`src/rtl/tgsa_pkg.sv`:
```
/*
 package of tag group select / arbitration command logic: command codes, parameter
 and address field positions, memory layout constants, frame states.
 assumes a 128-bit page memory viewed as four 32-bit blocks per page.
*/
package tgsa_pkg;
	// command codes, the 2-bit command crc included
	localparam logic [7:0] TGSA_CMD_FAMILY   = 8'hF0; // family group command, arbitrary code here
	localparam logic [7:0] TGSA_CMD_PTR_AC   = 8'h4E;
	localparam logic [7:0] TGSA_CMD_PTR_GRP  = 8'h49;
	localparam logic [7:0] TGSA_CMD_PTR_LEEQ = 8'h5B;
	localparam logic [7:0] TGSA_CMD_PTR_GREQ = 8'h5C;
	localparam logic [7:0] TGSA_CMD_PTR_RND  = 8'h55;
	localparam logic [5:0] TGSA_REPEAT_PAT   = 6'b010010;
	localparam logic [7:0] TGSA_CMD_WAKE_S   = 8'h2A; // selected wake, arbitrary code
	localparam logic [7:0] TGSA_CMD_WAKE_U   = 8'h2B; // unselected wake, arbitrary code
	localparam logic [7:0] TGSA_CMD_RESET    = 8'h3C; // reset command, arbitrary code
	// parameter field positions
	localparam int TGSA_P_SEL   = 0;
	localparam int TGSA_P_MOD_L = 1;
	localparam int TGSA_P_BLK   = 3;
	localparam int TGSA_P_BYTE  = 4;
	localparam int TGSA_P_CRC   = 6;
	localparam int TGSA_P_SYM   = 7;
	// address byte positions
	localparam int TGSA_A_CARE  = 5;
	localparam int TGSA_A_BLK   = 6;
	// memory layout
	localparam logic [6:0] TGSA_FAMILY_MSB = 7'd125;
	localparam logic [6:0] TGSA_BLK3_LSB   = 7'd96;
	localparam logic [6:0] TGSA_BLK2_LSB   = 7'd64;
	localparam logic [6:0] TGSA_WAKE_START = 7'd103;
	localparam logic [3:0] TGSA_FAMILY_LEN = 4'd8;
	localparam logic [7:0] TGSA_WAKE_IDLEN = 8'd104;  // structure code plus 96 id bits
	localparam logic [4:0] TGSA_SLOTS      = 5'd16;
	typedef enum logic [2:0] {
		TGSA_IDLE  = 3'b000,
		TGSA_ARB   = 3'b001,
		TGSA_CRC   = 3'b010,
		TGSA_SLOT  = 3'b011,
		TGSA_WID   = 3'b100,
		TGSA_WCRC  = 3'b101
	} tgsa_state_t;
endpackage : tgsa_pkg

```
`src/rtl/tgsa_comparator.sv`:
```
/*
 serial comparator: msb-first compare of stored bits against forward bits.
 assumes bits arrive one per strobe and clr_i opens a new comparison.
*/
`timescale 1ns/1ps
module tgsa_comparator
	import tgsa_pkg::*;
(
	input  wire logic clk_i,
	input  wire logic rst_i,
	input  wire logic clr_i,
	input  wire logic bit_vld_i,
	input  wire logic mem_bit_i,
	input  wire logic fwd_bit_i,
	input  wire logic dont_care_i,
	output logic      eq_o,
	output logic      mem_lt_o,
	output logic      mem_gt_o
);
	logic decided_q;
	logic lt_q;
	logic gt_q;
	logic neq_q;

	// first differing bit decides the order; a don't-care bit is skipped
	always_ff @(posedge clk_i)
	begin
		if (rst_i || clr_i)
		begin
			decided_q <= 1'b0;
			lt_q      <= 1'b0;
			gt_q      <= 1'b0;
			neq_q     <= 1'b0;
		end
		else if (bit_vld_i && !dont_care_i && (mem_bit_i != fwd_bit_i))
		begin
			neq_q <= 1'b1;
			if (!decided_q)
			begin
				decided_q <= 1'b1;
				lt_q      <= fwd_bit_i;
				gt_q      <= mem_bit_i;
			end
		end
	end

	assign eq_o     = !neq_q;
	assign mem_lt_o = lt_q;
	assign mem_gt_o = gt_q;
endmodule : tgsa_comparator

```
`src/rtl/tgsa_core.sv`:
```
/*
 tag command logic for group selection, pointer anticollision, repeat and wake.
 assumes an outer decoder presenting command/parameter/address bytes, forward
 bits with strobes, end symbols, and a crc result; memory read is combinational.
*/
`timescale 1ns/1ps
//////////////////////////////////////////////////////////////////////////////
// Functional notes
// RQ1 - parameter bit 0 zero addresses all tags, one only candidate-marked tags; the code also takes won tags and drops done ones
// RQ2 - frame: header, command, parameter, eot, header, arbitration, end, crc, eot
// RQ3 - family group arbitration begins at page 0 bit 125
// RQ4 - first forward bit differing from memory sets arbitration lost
// RQ5 - all-zero first family byte overrides arbitration loss, backscatter stays on; code drops backscatter from first mismatch until the eighth bit
// RQ6 - reset command clears candidate mark; otherwise kept
// RQ7 - parameter bit 3 picks block 3 (0) or block 2 (1)
// RQ8 - parameter bits 5:4 pick start byte within block
// RQ9 - care bit set and forward one makes comparison don't-care
// RQ10 - pointer anticollision is 4Eh, pointer group 49h
// RQ11 - pointer group updates candidate mark; anticollision updates won and done
// RQ12 - pointer parameter: bit 7 addressing, bit 6 crc source, 5:3 short address
// RQ13 - parameter bits 2:1 select return modulation
// RQ14 - address byte: block in 7:6, care bit 5, bit position 4:0
// RQ15 - 5B sets mark if stored at most forward; 5C if at least
// RQ16 - 55h random pointer anticollision, 8-bit random prefix
// RQ17 - repeat re-runs last long command without overwriting stored command
// RQ18 - repeat without stored command signals unknown-command error
// RQ19 - repeat byte is 010010 plus two crc bits
// RQ20 - selected wake: (won or mark) and not done; unselected: all zero
// RQ21 - wake answer opens with 16 one-bit slots, only random slot modulated
// RQ22 - then structure code, lower 96 id bits, crc, eot
// RQ23 - while arbitration lost, no backscatter
module tgsa_core
	import tgsa_pkg::*;
(
	input  wire logic         clk_i,
	input  wire logic         rst_i,
	input  wire logic         cmd_vld_i,
	input  wire logic [7:0]   cmd_i,
	input  wire logic [7:0]   param_i,
	input  wire logic [7:0]   addr_i,
	input  wire logic         hdr_i,
	input  wire logic         fwd_vld_i,
	input  wire logic         fwd_bit_i,
	input  wire logic         eof_i,
	input  wire logic         crc_ok_i,
	input  wire logic         crc_vld_i,
	input  wire logic [3:0]   rnd_i,
	input  wire logic [1:0]   mem_page_i,
	input  wire logic [127:0] mem_data_i,
	input  wire logic         rtn_tick_i,
	output logic [1:0]        mem_page_o,
	output logic [1:0]        ret_mod_o,
	output logic              crc_src_o,
	output logic              sym_addr_o,
	output logic [2:0]        short_addr_o,
	output logic              bs_en_o,
	output logic              bs_bit_o,
	output logic              rnd_phase_o,
	output logic              err_unknown_o,
	output logic              cand_mark_o,
	output logic              won_flag_o,
	output logic              done_flag_o,
	output logic              arb_lost_o
);
	tgsa_state_t state_q;
	logic [7:0]  cmd_q;
	logic [7:0]  param_q;
	logic [7:0]  addr_q;
	logic        cmd_known_q;
	logic [6:0]  ptr_q;
	logic [7:0]  cnt_q;
	logic        lost_q;
	logic        joker_q;
	logic        cand_q;
	logic        won_q;
	logic        done_q;
	logic        err_q;
	logic        bs_bit_q;
	logic        addressed_q;
	logic        wake_q;
	logic [4:0]  slot_q;
	logic        is_long;
	logic        is_repeat;
	logic        is_wake_s;
	logic        is_wake_u;
	logic [7:0]  cur_cmd;
	logic [7:0]  cur_param;
	logic [7:0]  cur_addr;
	logic        sel_ok;
	logic        mem_bit;
	logic        dont_care;
	logic        cmp_eq;
	logic        cmp_lt;
	logic        cmp_gt;
	logic        pass;
	logic        is_ptr;
	logic [6:0]  start_ptr;
	logic        rnd_pre;

	////////////////////////////////////////////////////////////////////////
	// command classification
	assign is_ptr    = (cmd_q == TGSA_CMD_PTR_AC) || (cmd_q == TGSA_CMD_PTR_GRP) // RQ10
		|| (cmd_q == TGSA_CMD_PTR_LEEQ) || (cmd_q == TGSA_CMD_PTR_GREQ)
		|| (cmd_q == TGSA_CMD_PTR_RND);
	assign is_long   = (cmd_i == TGSA_CMD_FAMILY) || (cmd_i == TGSA_CMD_PTR_AC)
		|| (cmd_i == TGSA_CMD_PTR_GRP) || (cmd_i == TGSA_CMD_PTR_LEEQ)
		|| (cmd_i == TGSA_CMD_PTR_GREQ) || (cmd_i == TGSA_CMD_PTR_RND);
	// the group pointer code shares the repeat pattern, so a long command code wins
	assign is_repeat = (cmd_i[7:2] == TGSA_REPEAT_PAT) && !is_long; // RQ19
	assign is_wake_s = (cmd_i == TGSA_CMD_WAKE_S);
	assign is_wake_u = (cmd_i == TGSA_CMD_WAKE_U);
	// a repeat reuses the stored frame fields, never its own byte
	assign cur_cmd   = is_repeat ? cmd_q : cmd_i; // RQ17
	assign cur_param = is_repeat ? param_q : param_i;
	assign cur_addr  = is_repeat ? addr_q : addr_i;
	// selection control: everyone, or candidate/won and not done
	assign sel_ok    = !cur_param[TGSA_P_SEL] || ((cand_q || won_q) && !done_q); // RQ1

	// start bit: family byte, id-page block/byte, or pointer address
	always_comb
	begin
		if (cur_cmd != TGSA_CMD_FAMILY)
			start_ptr = {cur_addr[TGSA_A_BLK +: 2], cur_addr[4:0]}; // RQ14
		else if (cur_param[5:3] == 3'b010)
			start_ptr = TGSA_FAMILY_MSB; // RQ3
		else
			start_ptr = (cur_param[TGSA_P_BLK] ? TGSA_BLK2_LSB : TGSA_BLK3_LSB) // RQ7
				+ {2'b00, cur_param[5:4], 3'b111}; // RQ8
	end

	////////////////////////////////////////////////////////////////////////
	// memory bit and comparison
	assign mem_page_o = mem_page_i;
	assign rnd_pre    = (cmd_q == TGSA_CMD_PTR_RND) && (cnt_q < 8'd8); // RQ16
	assign mem_bit    = rnd_pre ? rnd_i[cnt_q[1:0]] : mem_data_i[ptr_q];
	// care bit with forward one masks this position
	assign dont_care  = is_ptr && addr_q[TGSA_A_CARE] && fwd_bit_i; // RQ9

	tgsa_comparator u_cmp (
		.clk_i       (clk_i),
		.rst_i       (rst_i),
		.clr_i       (cmd_vld_i),
		.bit_vld_i   (state_q == TGSA_ARB && fwd_vld_i),
		.mem_bit_i   (mem_bit),
		.fwd_bit_i   (fwd_bit_i),
		.dont_care_i (dont_care),
		.eq_o        (cmp_eq),
		.mem_lt_o    (cmp_lt),
		.mem_gt_o    (cmp_gt)
	);

	// ordered compare for the leeq/greq group variants
	always_comb
	begin
		case (cmd_q)
			TGSA_CMD_PTR_LEEQ: pass = !cmp_gt; // RQ15
			TGSA_CMD_PTR_GREQ: pass = !cmp_lt; // RQ15
			default:           pass = !lost_q;
		endcase
	end

	////////////////////////////////////////////////////////////////////////
	// stored command register: long commands only
	always_ff @(posedge clk_i)
	begin
		if (rst_i)
		begin
			cmd_q       <= 8'h00;
			param_q     <= 8'h00;
			addr_q      <= 8'h00;
			cmd_known_q <= 1'b0;
		end
		else if (cmd_vld_i && is_long && !is_repeat)
		begin
			cmd_q       <= cmd_i; // RQ17
			param_q     <= param_i;
			addr_q      <= addr_i;
			cmd_known_q <= 1'b1;
		end
	end

	// unknown command error on repeat with nothing stored, held until the first end symbol
	always_ff @(posedge clk_i)
	begin
		if (rst_i)
			err_q <= 1'b0;
		else if (cmd_vld_i)
			err_q <= is_repeat && !cmd_known_q; // RQ18
		else if (eof_i)
			err_q <= 1'b0;
	end

	////////////////////////////////////////////////////////////////////////
	// frame sequencer
	always_ff @(posedge clk_i)
	begin
		if (rst_i)
		begin
			state_q     <= TGSA_IDLE;
			ptr_q       <= 7'd0;
			cnt_q       <= 8'd0;
			addressed_q <= 1'b0;
			wake_q      <= 1'b0;
			slot_q      <= 5'd0;
		end
		else
		begin
			case (state_q)
				TGSA_IDLE:
				begin
					if (cmd_vld_i && (is_long || (is_repeat && cmd_known_q)))
					begin
						addressed_q <= sel_ok;
						ptr_q       <= start_ptr;
						cnt_q       <= 8'd0;
						wake_q      <= 1'b0;
						state_q     <= TGSA_ARB; // RQ2
					end
					else if (cmd_vld_i && (is_wake_s || is_wake_u))
					begin
						addressed_q <= is_wake_s ? ((won_q || cand_q) && !done_q) // RQ20
							: (!won_q && !cand_q && !done_q);
						wake_q      <= 1'b1;
						slot_q      <= 5'd0;
						state_q     <= TGSA_SLOT;
					end
				end
				TGSA_ARB:
				begin
					if (eof_i)
						state_q <= TGSA_CRC;
					else if (fwd_vld_i)
					begin
						cnt_q <= cnt_q + 8'd1;
						if (!rnd_pre)
							ptr_q <= ptr_q - 7'd1; // auto decrement
					end
				end
				TGSA_CRC:
				begin
					if (crc_vld_i)
						state_q <= TGSA_IDLE;
				end
				TGSA_SLOT:
				begin
					if (rtn_tick_i)
					begin
						slot_q <= slot_q + 5'd1;
						if (slot_q == TGSA_SLOTS - 5'd1)
						begin
							ptr_q   <= TGSA_WAKE_START;
							cnt_q   <= 8'd0;
							state_q <= TGSA_WID;
						end
					end
				end
				TGSA_WID:
				begin
					if (rtn_tick_i)
					begin
						ptr_q <= ptr_q - 7'd1;
						cnt_q <= cnt_q + 8'd1;
						if (cnt_q == TGSA_WAKE_IDLEN - 8'd1)
							state_q <= TGSA_WCRC; // RQ22
					end
				end
				TGSA_WCRC:
				begin
					if (eof_i)
						state_q <= TGSA_IDLE;
				end
				default: state_q <= TGSA_IDLE;
			endcase
		end
	end

	////////////////////////////////////////////////////////////////////////
	// arbitration lost and family joker
	always_ff @(posedge clk_i)
	begin
		if (rst_i || hdr_i || (cmd_vld_i && cmd_i == TGSA_CMD_RESET))
		begin
			lost_q  <= 1'b0;
			joker_q <= 1'b1;
		end
		else if (state_q == TGSA_ARB && fwd_vld_i)
		begin
			if (cmd_q == TGSA_CMD_FAMILY && cnt_q < {4'd0, TGSA_FAMILY_LEN})
				joker_q <= joker_q && !fwd_bit_i;
			if (!dont_care && mem_bit != fwd_bit_i && cmd_q != TGSA_CMD_PTR_LEEQ
				&& cmd_q != TGSA_CMD_PTR_GREQ)
				lost_q <= 1'b1; // RQ4
			if (cmd_q == TGSA_CMD_FAMILY && cnt_q == {4'd0, TGSA_FAMILY_LEN} - 8'd1
				&& joker_q && !fwd_bit_i)
				lost_q <= 1'b0; // RQ5
		end
		else if (state_q == TGSA_CRC && crc_vld_i && !crc_ok_i)
			lost_q <= 1'b1;
	end

	////////////////////////////////////////////////////////////////////////
	// selection flags: updated at crc acceptance, where a failed family or group compare also clears the mark; reset clears all three
	always_ff @(posedge clk_i)
	begin
		if (rst_i)
		begin
			cand_q <= 1'b0;
			won_q  <= 1'b0;
			done_q <= 1'b0;
		end
		else if (cmd_vld_i && cmd_i == TGSA_CMD_RESET)
		begin
			cand_q <= 1'b0; // RQ6
			won_q  <= 1'b0;
			done_q <= 1'b0;
		end
		else if (state_q == TGSA_CRC && crc_vld_i && crc_ok_i && addressed_q)
		begin
			if (cmd_q == TGSA_CMD_PTR_AC || cmd_q == TGSA_CMD_PTR_RND)
			begin
				if (won_q)
					done_q <= 1'b1; // RQ11
				won_q <= pass; // RQ11
			end
			else
				cand_q <= pass; // RQ11
		end
	end

	////////////////////////////////////////////////////////////////////////
	// return link: one bit per slot, then stored bits; silent while lost
	always_ff @(posedge clk_i)
	begin
		if (rst_i)
			bs_bit_q <= 1'b0;
		else if (state_q == TGSA_SLOT)
			bs_bit_q <= (slot_q[3:0] == rnd_i); // RQ21
		else
			bs_bit_q <= mem_data_i[ptr_q];
	end

	assign bs_bit_o      = bs_bit_q;
	assign bs_en_o       = addressed_q && !lost_q && state_q != TGSA_IDLE; // RQ23
	assign rnd_phase_o   = rnd_pre;
	assign err_unknown_o = err_q;
	assign ret_mod_o     = param_q[TGSA_P_MOD_L +: 2]; // RQ13
	assign crc_src_o     = param_q[TGSA_P_CRC]; // RQ12
	assign sym_addr_o    = param_q[TGSA_P_SYM]; // RQ12
	assign short_addr_o  = param_q[5:3]; // RQ12
	assign cand_mark_o   = cand_q;
	assign won_flag_o    = won_q;
	assign done_flag_o   = done_q;
	assign arb_lost_o    = lost_q;
endmodule : tgsa_core

```
`config.mk`:
```
export PLATFORM = sky130hd
export DESIGN_NAME = tgsa_core
export DESIGN_NICKNAME = d
export VERILOG_FILES = /design/src/rtl/tgsa_pkg.sv /design/src/rtl/tgsa_comparator.sv /design/src/rtl/tgsa_core.sv
export SDC_FILE = /design/constraint.sdc
export NUM_CORES = 1
export LEC_CHECK = 0
export BUFFER_PORTS_ARGS = -buffer_cell sky130_fd_sc_hd__buf_2
export CAP_MARGIN = 5
export CELL_PAD_IN_SITES_DETAIL_PLACEMENT = 1
export CELL_PAD_IN_SITES_GLOBAL_PLACEMENT = 1
export CORE_MARGIN = 3
export CORE_UTILIZATION = 33
export CTS_BUF_LIST = sky130_fd_sc_hd__clkbuf_4
export DETAILED_ROUTE_END_ITERATION = 10
export PLACE_DENSITY = 0.76
export REMOVE_ABC_BUFFERS = 1
export SLEW_MARGIN = 20
export SYNTH_ARGS = -nofsm -noshare
export SYNTH_HDL_FRONTEND = slang
export SYNTH_SLANG_ARGS = --single-unit
```
`constraint.sdc`:
```
create_clock -name clk_i -period 2.3 [get_ports clk_i]
set_input_delay 0.23 -clock clk_i [delete_from_list [all_inputs] [get_ports clk_i]]
set_output_delay 0.23 -clock clk_i [all_outputs]
set_load 0.1 [all_outputs]
```
; Word level (Yosys, flattened, before mapping)
; Cells that the tools add are included.
[word_totals]
inputBits = 168
regBits = 59
wordCells = 204
[op_classes]
muxes = 51
n_bitwise = 2
n_eq_ne = 45
reduce_logical = 80
magnitude_cmp = 3
addsub = 4
[ops]
columns = cell, n
row1 = $eq 8x7->1 const B, 11
row2 = $mux 8, 8
row3 = $mux 7, 9
row4 = $pmux 8 s4, 1
row5 = $logic_and 1x1->1, 31
row6 = $pmux 7 s4, 1
row7 = $mux 3, 9
row8 = $ne 2x2->1 const B, 13
row9 = $eq 8x6->1 const B, 3
row10 = $pmux 3 s6, 1
row11 = $logic_or 1x1->1, 17
row12 = $eq 8x8->1 const B, 2
row13 = $ne 8x7->1 const B, 2
row14 = $reduce_and 8->1, 2
row15 = $mux 5, 3
row16 = $logic_not 1->1, 13
row17 = $mux 1, 13
row18 = $mux 6, 2
row19 = $reduce_and 2->1, 6
row20 = $pmux 5 s2, 1
row21 = $eq 3x2->1 const B, 3
row22 = $add 8x1->8 const B, 1
row23 = $eq 8x3->1 const B, 1
row24 = $lt 7x8->1 const B, 1
row25 = other kinds (25), 31

; Depth between registers and ports, before layout
[logic_depth]
depth_word = 15
mapped_depth = 10
depth_no_buf = 10

; By module
; From an unflattened synthesis, not the netlist that was laid out.
[unflattened]
hier_cells = 527
area_unflattened_um2 = 4596.9
[by_module_without_submodules]
columns = mod, cells_per_inst, area_each_um2, n_inst, seq_area_each_um2
row1 = tgsa_core, 513, 4459.3, 1, 1121.1
row2 = tgsa_comparator, 14, 137.6, 1, 60.1

; Worst setup path before layout
; No wires, ideal clock.
[synth_timing]
kind = flip-flop to output port
start = register lost_q, in the netlist arb_lost_o
end = output bs_en_o
path_stages_with_launch = 2
arrival_time_ps = 2998
path_slack_ps = -928
path_cell_list = dfxtp_1 nor3b_1
[synth_via]
elab_chain_len = 3
[synth_lines]
columns = item, line_no
row1 = "start, declared", tgsa_core.sv:72  ; logic lost_q;
row2 = "start signal, assigned", tgsa_core.sv:283  ; lost_q <= 1'b0;
row3 = "start signal, assigned", tgsa_core.sv:292  ; lost_q <= 1'b1;
row4 = "start signal, assigned", tgsa_core.sv:295  ; lost_q <= 1'b0;
row5 = $logic_not 1->1, tgsa_core.sv:343  ; assign bs_en_o = addressed_q && !lost_q && state_q != TGSA_IDLE;
row6 = $logic_and 1x1->1 (2 in series), tgsa_core.sv:343
row7 = "end, declared", tgsa_core.sv:56  ; output logic bs_en_o,
; Every way passes these cells.

; Worst setup path after layout
[layout_timing]
start = register ptr_q[0]
end = register u_cmp.decided_q
[layout_via]
elab_chain_len = 5
[layout_lines]
columns = item, line_no
row1 = "start, declared", tgsa_core.sv:70  ; logic [6:0] ptr_q;
row2 = "start signal, assigned", tgsa_core.sv:214  ; ptr_q <= start_ptr;
row3 = "start signal, assigned", tgsa_core.sv:236  ; ptr_q <= ptr_q - 7'd1;
row4 = "start signal, assigned", tgsa_core.sv:261  ; ptr_q <= ptr_q - 7'd1;
row5 = $bmux 1 s7, tgsa_core.sv:135  ; assign mem_bit = rnd_pre ? rnd_i[cnt_q[1:0]] : mem_data_i[ptr_q];
row6 = $mux 1 (not written as such), tgsa_core.sv:135
row7 = $mux 1, tgsa_core.sv:135
row8 = $ne 1x1->1, tgsa_comparator.sv:35  ; else if (bit_vld_i && !dont_care_i && (mem_bit_i != fwd_bit_i))
row9 = $logic_and 1x1->1, tgsa_comparator.sv:35
row10 = "end signal, assigned", tgsa_comparator.sv:30  ; decided_q <= 1'b0;
row11 = "end signal, assigned", tgsa_comparator.sv:40  ; decided_q <= 1'b1;
row12 = "end, declared", tgsa_comparator.sv:20  ; logic decided_q;
; Every way passes these cells. The select of a mux whose other input is x is not followed.
; A chain may end at the register's enable or synchronous reset.

==> impl_metrics.prom <==
# TYPE chip_impl_metric gauge
chip_impl_info{name="clk_tree_root_cell",value="sky130_fd_sc_hd__clkbuf_4"} 1
chip_impl_metric{name="synth_seq_area_share",unit=""} 0.256
chip_impl_info{name="outcome",value="finished, violations left"} 1
chip_impl_metric{name="drt-total-wl",unit="µm"} 17700
chip_impl_metric{name="synth_cells",unit=""} 529
chip_impl_metric{name="ctsHoldBuffers",unit=""} 0
chip_impl_metric{name="clk-insertion-delay-late",unit="ns"} 0.42
chip_impl_metric{name="detailed_place_hpwl",unit="µm"} 14500
chip_impl_info{name="rr_endpoint",value="u_cmp.decided_q"} 1
chip_impl_info{name="timing.hold.worst.start",value="param_i[6]"} 1
chip_impl_metric{name="setup.reg_to_reg.worst_slack",unit="ns"} -0.05
chip_impl_metric{name="fp.dieH",unit="µm"} 124
chip_impl_metric{name="routed-via-count",unit=""} 5046
chip_impl_metric{name="final-max-slew-violation-count",unit=""} 0
chip_impl_metric{name="floorplan.io_pins",unit=""} 185
chip_impl_metric{name="syn_area",unit="µm²"} 4610
chip_impl_metric{name="cts_sinks",unit=""} 59
chip_impl_metric{name="grt_pass1_wl",unit="µm"} 28400
chip_impl_metric{name="hold_viol_final",unit=""} 0
chip_impl_metric{name="drt_first_pass_iters",unit=""} 4
chip_impl_metric{name="max_clock_freq",unit="MHz"} 425
chip_impl_metric{name="rows",unit=""} 42
chip_impl_metric{name="ir_worst_vdd",unit="mV"} 0.220
chip_impl_metric{name="ff2ff_path_depth",unit=""} 9
chip_impl_metric{name="die_area",unit="µm²"} 15400
chip_impl_metric{name="first_global_vias",unit=""} 5505
chip_impl_metric{name="diodes",unit=""} 0
chip_impl_metric{name="finalSetupViolations",unit=""} 1
chip_impl_metric{name="drive_gt1_frac",unit=""} 0.411
chip_impl_metric{name="total_number_of_nets_in_the_final_design",unit=""} 911
chip_impl_metric{name="grt_overflow",unit=""} 0
chip_impl_metric{name="post-route-util",unit=""} 0.465
chip_impl_metric{name="final.hold.worst_slack",unit="ns"} 0.0460
chip_impl_info{name="r2r_start",value="ptr_q[0]"} 1
chip_impl_info{name="timing.critical_path.from_type",value="register"} 1
chip_impl_metric{name="cap_violations",unit=""} 0
chip_impl_info{name="cts_tree",value="built"} 1
chip_impl_metric{name="route.antenna.remaining_nets",unit=""} 0
chip_impl_metric{name="final.setup_skew",unit="ns"} 0.0206
chip_impl_metric{name="place_inst",unit=""} 897
chip_impl_metric{name="critPathArrivalTime",unit="ns"} 2.72
chip_impl_info{name="rsz0062_at_grt",value="true"} 1
chip_impl_metric{name="worst_slew_pin_slew",unit="ns"} 0.539
chip_impl_metric{name="htreeDepth",unit=""} 3
chip_impl_metric{name="static-leakage-power",unit="nW"} 2.73
chip_impl_metric{name="grt_start_max_net_pins",unit=""} 46
chip_impl_info{name="failed_checks",value="negative setup slack"} 1
chip_impl_metric{name="avgRoutedWirePerCell",unit="µm"} 19.2
chip_impl_metric{name="worst_hold_path.num_cells",unit=""} 3
chip_impl_metric{name="start_util",unit=""} 0.343
chip_impl_metric{name="synthToLayoutAreaGrowth",unit="%"} 35.5
chip_impl_metric{name="number_of_buffers_added_on_ports",unit=""} 180
chip_impl_metric{name="async_set_or_reset_flop_fraction_in_the_synthesized_netlist",unit=""} 0
chip_impl_metric{name="yosysWarningCount",unit=""} 0
chip_impl_metric{name="synth-edff-count",unit=""} 0
chip_impl_metric{name="cts_inserted_buffers",unit=""} 9
chip_impl_metric{name="synth_cell_types",unit=""} 69
chip_impl_metric{name="dieWidth",unit="µm"} 124
chip_impl_metric{name="final-instance-count-excl-fill",unit=""} 920
chip_impl_info{name="min_path_type",value="input port to register"} 1
chip_impl_metric{name="crit_required",unit="ns"} 2.66
chip_impl_info{name="end_kind",value="register"} 1
chip_impl_metric{name="final_min_period_over_clock_period",unit=""} 1.02
chip_impl_metric{name="finalWorstPathRequiredPeriod",unit="ns"} 2.35
chip_impl_metric{name="finalPower",unit="W"} 0.00239
chip_impl_metric{name="gr-usage-all-layers",unit=""} 0.225
chip_impl_metric{name="finalWorstSetupSlack",unit="ns"} -0.0532
chip_impl_metric{name="slew-limit-headroom",unit=""} 0.637
chip_impl_metric{name="ys_ff_latch",unit=""} 59
chip_impl_metric{name="syn_avg_cell_area",unit="µm²"} 8.72
chip_impl_info{name="crit_type",value="register to register"} 1
chip_impl_metric{name="power.density_cell_area",unit="nW/µm²"} 382
chip_impl_metric{name="coreArea",unit="µm²"} 13500
chip_impl_metric{name="vias_per_cell",unit=""} 5.48
chip_impl_metric{name="number_of_antenna_violations_at_the_first_check_in_global_routing",unit=""} 0
chip_impl_metric{name="clk_transition_reported_paths",unit="ns"} 0.10
chip_impl_info{name="dominantRegCellSynth",value="sky130_fd_sc_hd__dfxtp_1"} 1
chip_impl_metric{name="gp_congestion",unit=""} 0.872
chip_impl_metric{name="path_max_fanout",unit=""} 7
chip_impl_metric{name="clock_path_buffers",unit=""} 2
chip_impl_info{name="min_to",value="param_q[6]"} 1
chip_impl_metric{name="drt_drc_violations_left",unit=""} 0
chip_impl_metric{name="detailedRoute.firstIterationViolations",unit=""} 238
==> cell type report <==
type,count,area [µm²]
inverters,27,104
clock inverters,6,80.1
multi-input cells,409,3200
fillers,1700,7200
flip-flops and latches,59,1190
repair buffers,233,1390
clock buffers,10,75.1
well taps,176,220
==> registers in the layout, indices dropped and copies added (netlist names), 3 cells and up <==
name and cells:
addr_q 8, cmd_q 8, cnt_q 8, param_q 8, ptr_q 7, slot_q 5
state_q 3
==> metal layers <==
metal / global-route usage / vias to the layer above / part of all wire
li1: - / 2407 / -
met1: 0.286 / 2493 / 0.42
met2: 0.393 / 123 / 0.51
met3: 0.0481 / 23 / 0.052
met4: 0.0477 / 0 / 0.016
met5: 0 / - / 0
==> report_power, final <==
group          internal (W)  total, W  switching, W
logic              0.000271  0.000516      0.000245
registers           0.00103   0.00104     0.0000131
clock network      0.000444  0.000831      0.000387
==> cell usage in the layout, fill, tap and decap left out, types with 4 or more instances in the layout <==
cell / Yosys / final
sky130_fd_sc_hd__a21oi_1: 31 / 31
sky130_fd_sc_hd__a211oi_1: 5 / 5
sky130_fd_sc_hd__o211ai_1: 6 / 6
sky130_fd_sc_hd__mux4_2: 32 / 32
sky130_fd_sc_hd__nand2b_1: 9 / 9
sky130_fd_sc_hd__nand2_1: 43 / 43
sky130_fd_sc_hd__nor3b_1: 6 / 6
sky130_fd_sc_hd__nor2b_1: 8 / 8
sky130_fd_sc_hd__nor3_1: 12 / 11
sky130_fd_sc_hd__nor2_1: 58 / 58
sky130_fd_sc_hd__inv_1: 26 / 25
sky130_fd_sc_hd__nand4_1: 6 / 6
sky130_fd_sc_hd__nor4_1: 6 / 5
sky130_fd_sc_hd__buf_12: 0 / 5
sky130_fd_sc_hd__ha_1: 4 / 4
sky130_fd_sc_hd__mux2_2: 6 / 5
sky130_fd_sc_hd__and3_1: 8 / 8
sky130_fd_sc_hd__xnor2_1: 10 / 10
sky130_fd_sc_hd__buf_2: 7 / 179
sky130_fd_sc_hd__a21o_1: 8 / 8
sky130_fd_sc_hd__o31ai_1: 5 / 5
sky130_fd_sc_hd__dfxtp_1: 59 / 56
sky130_fd_sc_hd__clkbuf_4: 0 / 10
sky130_fd_sc_hd__o21ai_0: 7 / 7
sky130_fd_sc_hd__mux2i_1: 38 / 38
sky130_fd_sc_hd__nand3b_1: 6 / 6
sky130_fd_sc_hd__buf_4: 12 / 47
sky130_fd_sc_hd__nand3_1: 32 / 30
==> synth_stat cells, types with 3 or more instances <==
master | number | share of area
sky130_fd_sc_hd__nand3b_1 | 6 | 0.0098
sky130_fd_sc_hd__a21oi_1 | 31 | 0.034
sky130_fd_sc_hd__buf_2 | 7 | 0.0076
sky130_fd_sc_hd__dfxtp_1 | 59 | 0.26
sky130_fd_sc_hd__ha_1 | 4 | 0.011
sky130_fd_sc_hd__mux2i_1 | 38 | 0.082
sky130_fd_sc_hd__nor4_1 | 6 | 0.0081
sky130_fd_sc_hd__a31oi_1 | 3 | 0.0041
sky130_fd_sc_hd__a21o_1 | 8 | 0.013
sky130_fd_sc_hd__nand3_1 | 32 | 0.035
sky130_fd_sc_hd__nand2b_1 | 9 | 0.012
sky130_fd_sc_hd__o211ai_1 | 6 | 0.0098
sky130_fd_sc_hd__o21ai_0 | 7 | 0.0076
sky130_fd_sc_hd__mux2_2 | 6 | 0.015
sky130_fd_sc_hd__o31ai_1 | 5 | 0.0081
sky130_fd_sc_hd__a211o_1 | 3 | 0.0057
sky130_fd_sc_hd__xor2_1 | 3 | 0.0057
sky130_fd_sc_hd__nand4_1 | 6 | 0.0081
sky130_fd_sc_hd__a311oi_1 | 3 | 0.0057
sky130_fd_sc_hd__and3_1 | 8 | 0.011
sky130_fd_sc_hd__nor3_1 | 12 | 0.013
sky130_fd_sc_hd__clkbuf_1 | 13 | 0.011
sky130_fd_sc_hd__buf_4 | 12 | 0.020
sky130_fd_sc_hd__a2bb2oi_1 | 3 | 0.0057
sky130_fd_sc_hd__nor2_1 | 58 | 0.047
sky130_fd_sc_hd__a211oi_1 | 5 | 0.0081
sky130_fd_sc_hd__nand2_1 | 43 | 0.035
sky130_fd_sc_hd__o221ai_1 | 3 | 0.0057
sky130_fd_sc_hd__inv_1 | 26 | 0.021
sky130_fd_sc_hd__nor2b_1 | 8 | 0.011
sky130_fd_sc_hd__a22oi_1 | 3 | 0.0049
sky130_fd_sc_hd__mux4_2 | 32 | 0.16
sky130_fd_sc_hd__nor3b_1 | 6 | 0.0098
sky130_fd_sc_hd__xnor2_1 | 10 | 0.019
==> through the flow <==
step | setup slack, ns | area (µm²) | setup TNS, ns
after global routing | -0.167 | 6250 | -0.595
final | -0.0532 | 6250 | -0.0532
after global placement | -0.0416 | 5950 | -0.0416
after CTS | -0.0524 | 6180 | -0.0743
after floorplan | -0.952 | 4420 | -12.34
after detailed placement | -0.118 | 5950 | -0.943
==> worst max path at each step <==
| stage | slack, ns | startpoint | to | cells after the start |
|---|---|---|---|---|
| after global placement | -0.04 | ptr_q[0] | u_cmp.decided_q | 8 |
| after global routing | -0.17 | ptr_q[0] | u_cmp.decided_q | 9 |
| final | -0.05 | ptr_q[0] | u_cmp.decided_q | 9 |
| after floorplan | -0.95 | state_q[0] | bs_en_o | 2 |
| after CTS | -0.05 | ptr_q[0] | u_cmp.decided_q | 9 |
| after detailed placement | -0.12 | ptr_q[0] | u_cmp.decided_q | 8 |
==> logic make-up after synthesis <==
| kind of cell | share of synthesized area |
|---|---|
| buf+inv | 0.0629 |
| flops | 0.256 |
| xor+xnor | 0.0247 |
| mux | 0.253 |
| compound gates | 0.168 |
| fa+ha+maj | 0.0108 |
| simple gates | 0.224 |
==> critical path: stages, from the launching register on <==
cell	delay, ns
sky130_fd_sc_hd__dfxtp_4	0.38
sky130_fd_sc_hd__buf_12	0.13
sky130_fd_sc_hd__buf_12	0.11
sky130_fd_sc_hd__mux4_2	0.48
sky130_fd_sc_hd__mux2_2	0.29
sky130_fd_sc_hd__nand3_2	0.08
sky130_fd_sc_hd__nand4b_1	0.15
sky130_fd_sc_hd__or3_4	0.37
sky130_fd_sc_hd__o2111ai_1	0.12
sky130_fd_sc_hd__and3_1	0.17
==> what timing repair did <==
item	CTS	global route
endpoints found under the setup margin	6	13
pin swaps	1	4
setup buffers	4	2
cloned	0	1
resized for setup	7	9
Power figures use the tool's default switching activity.
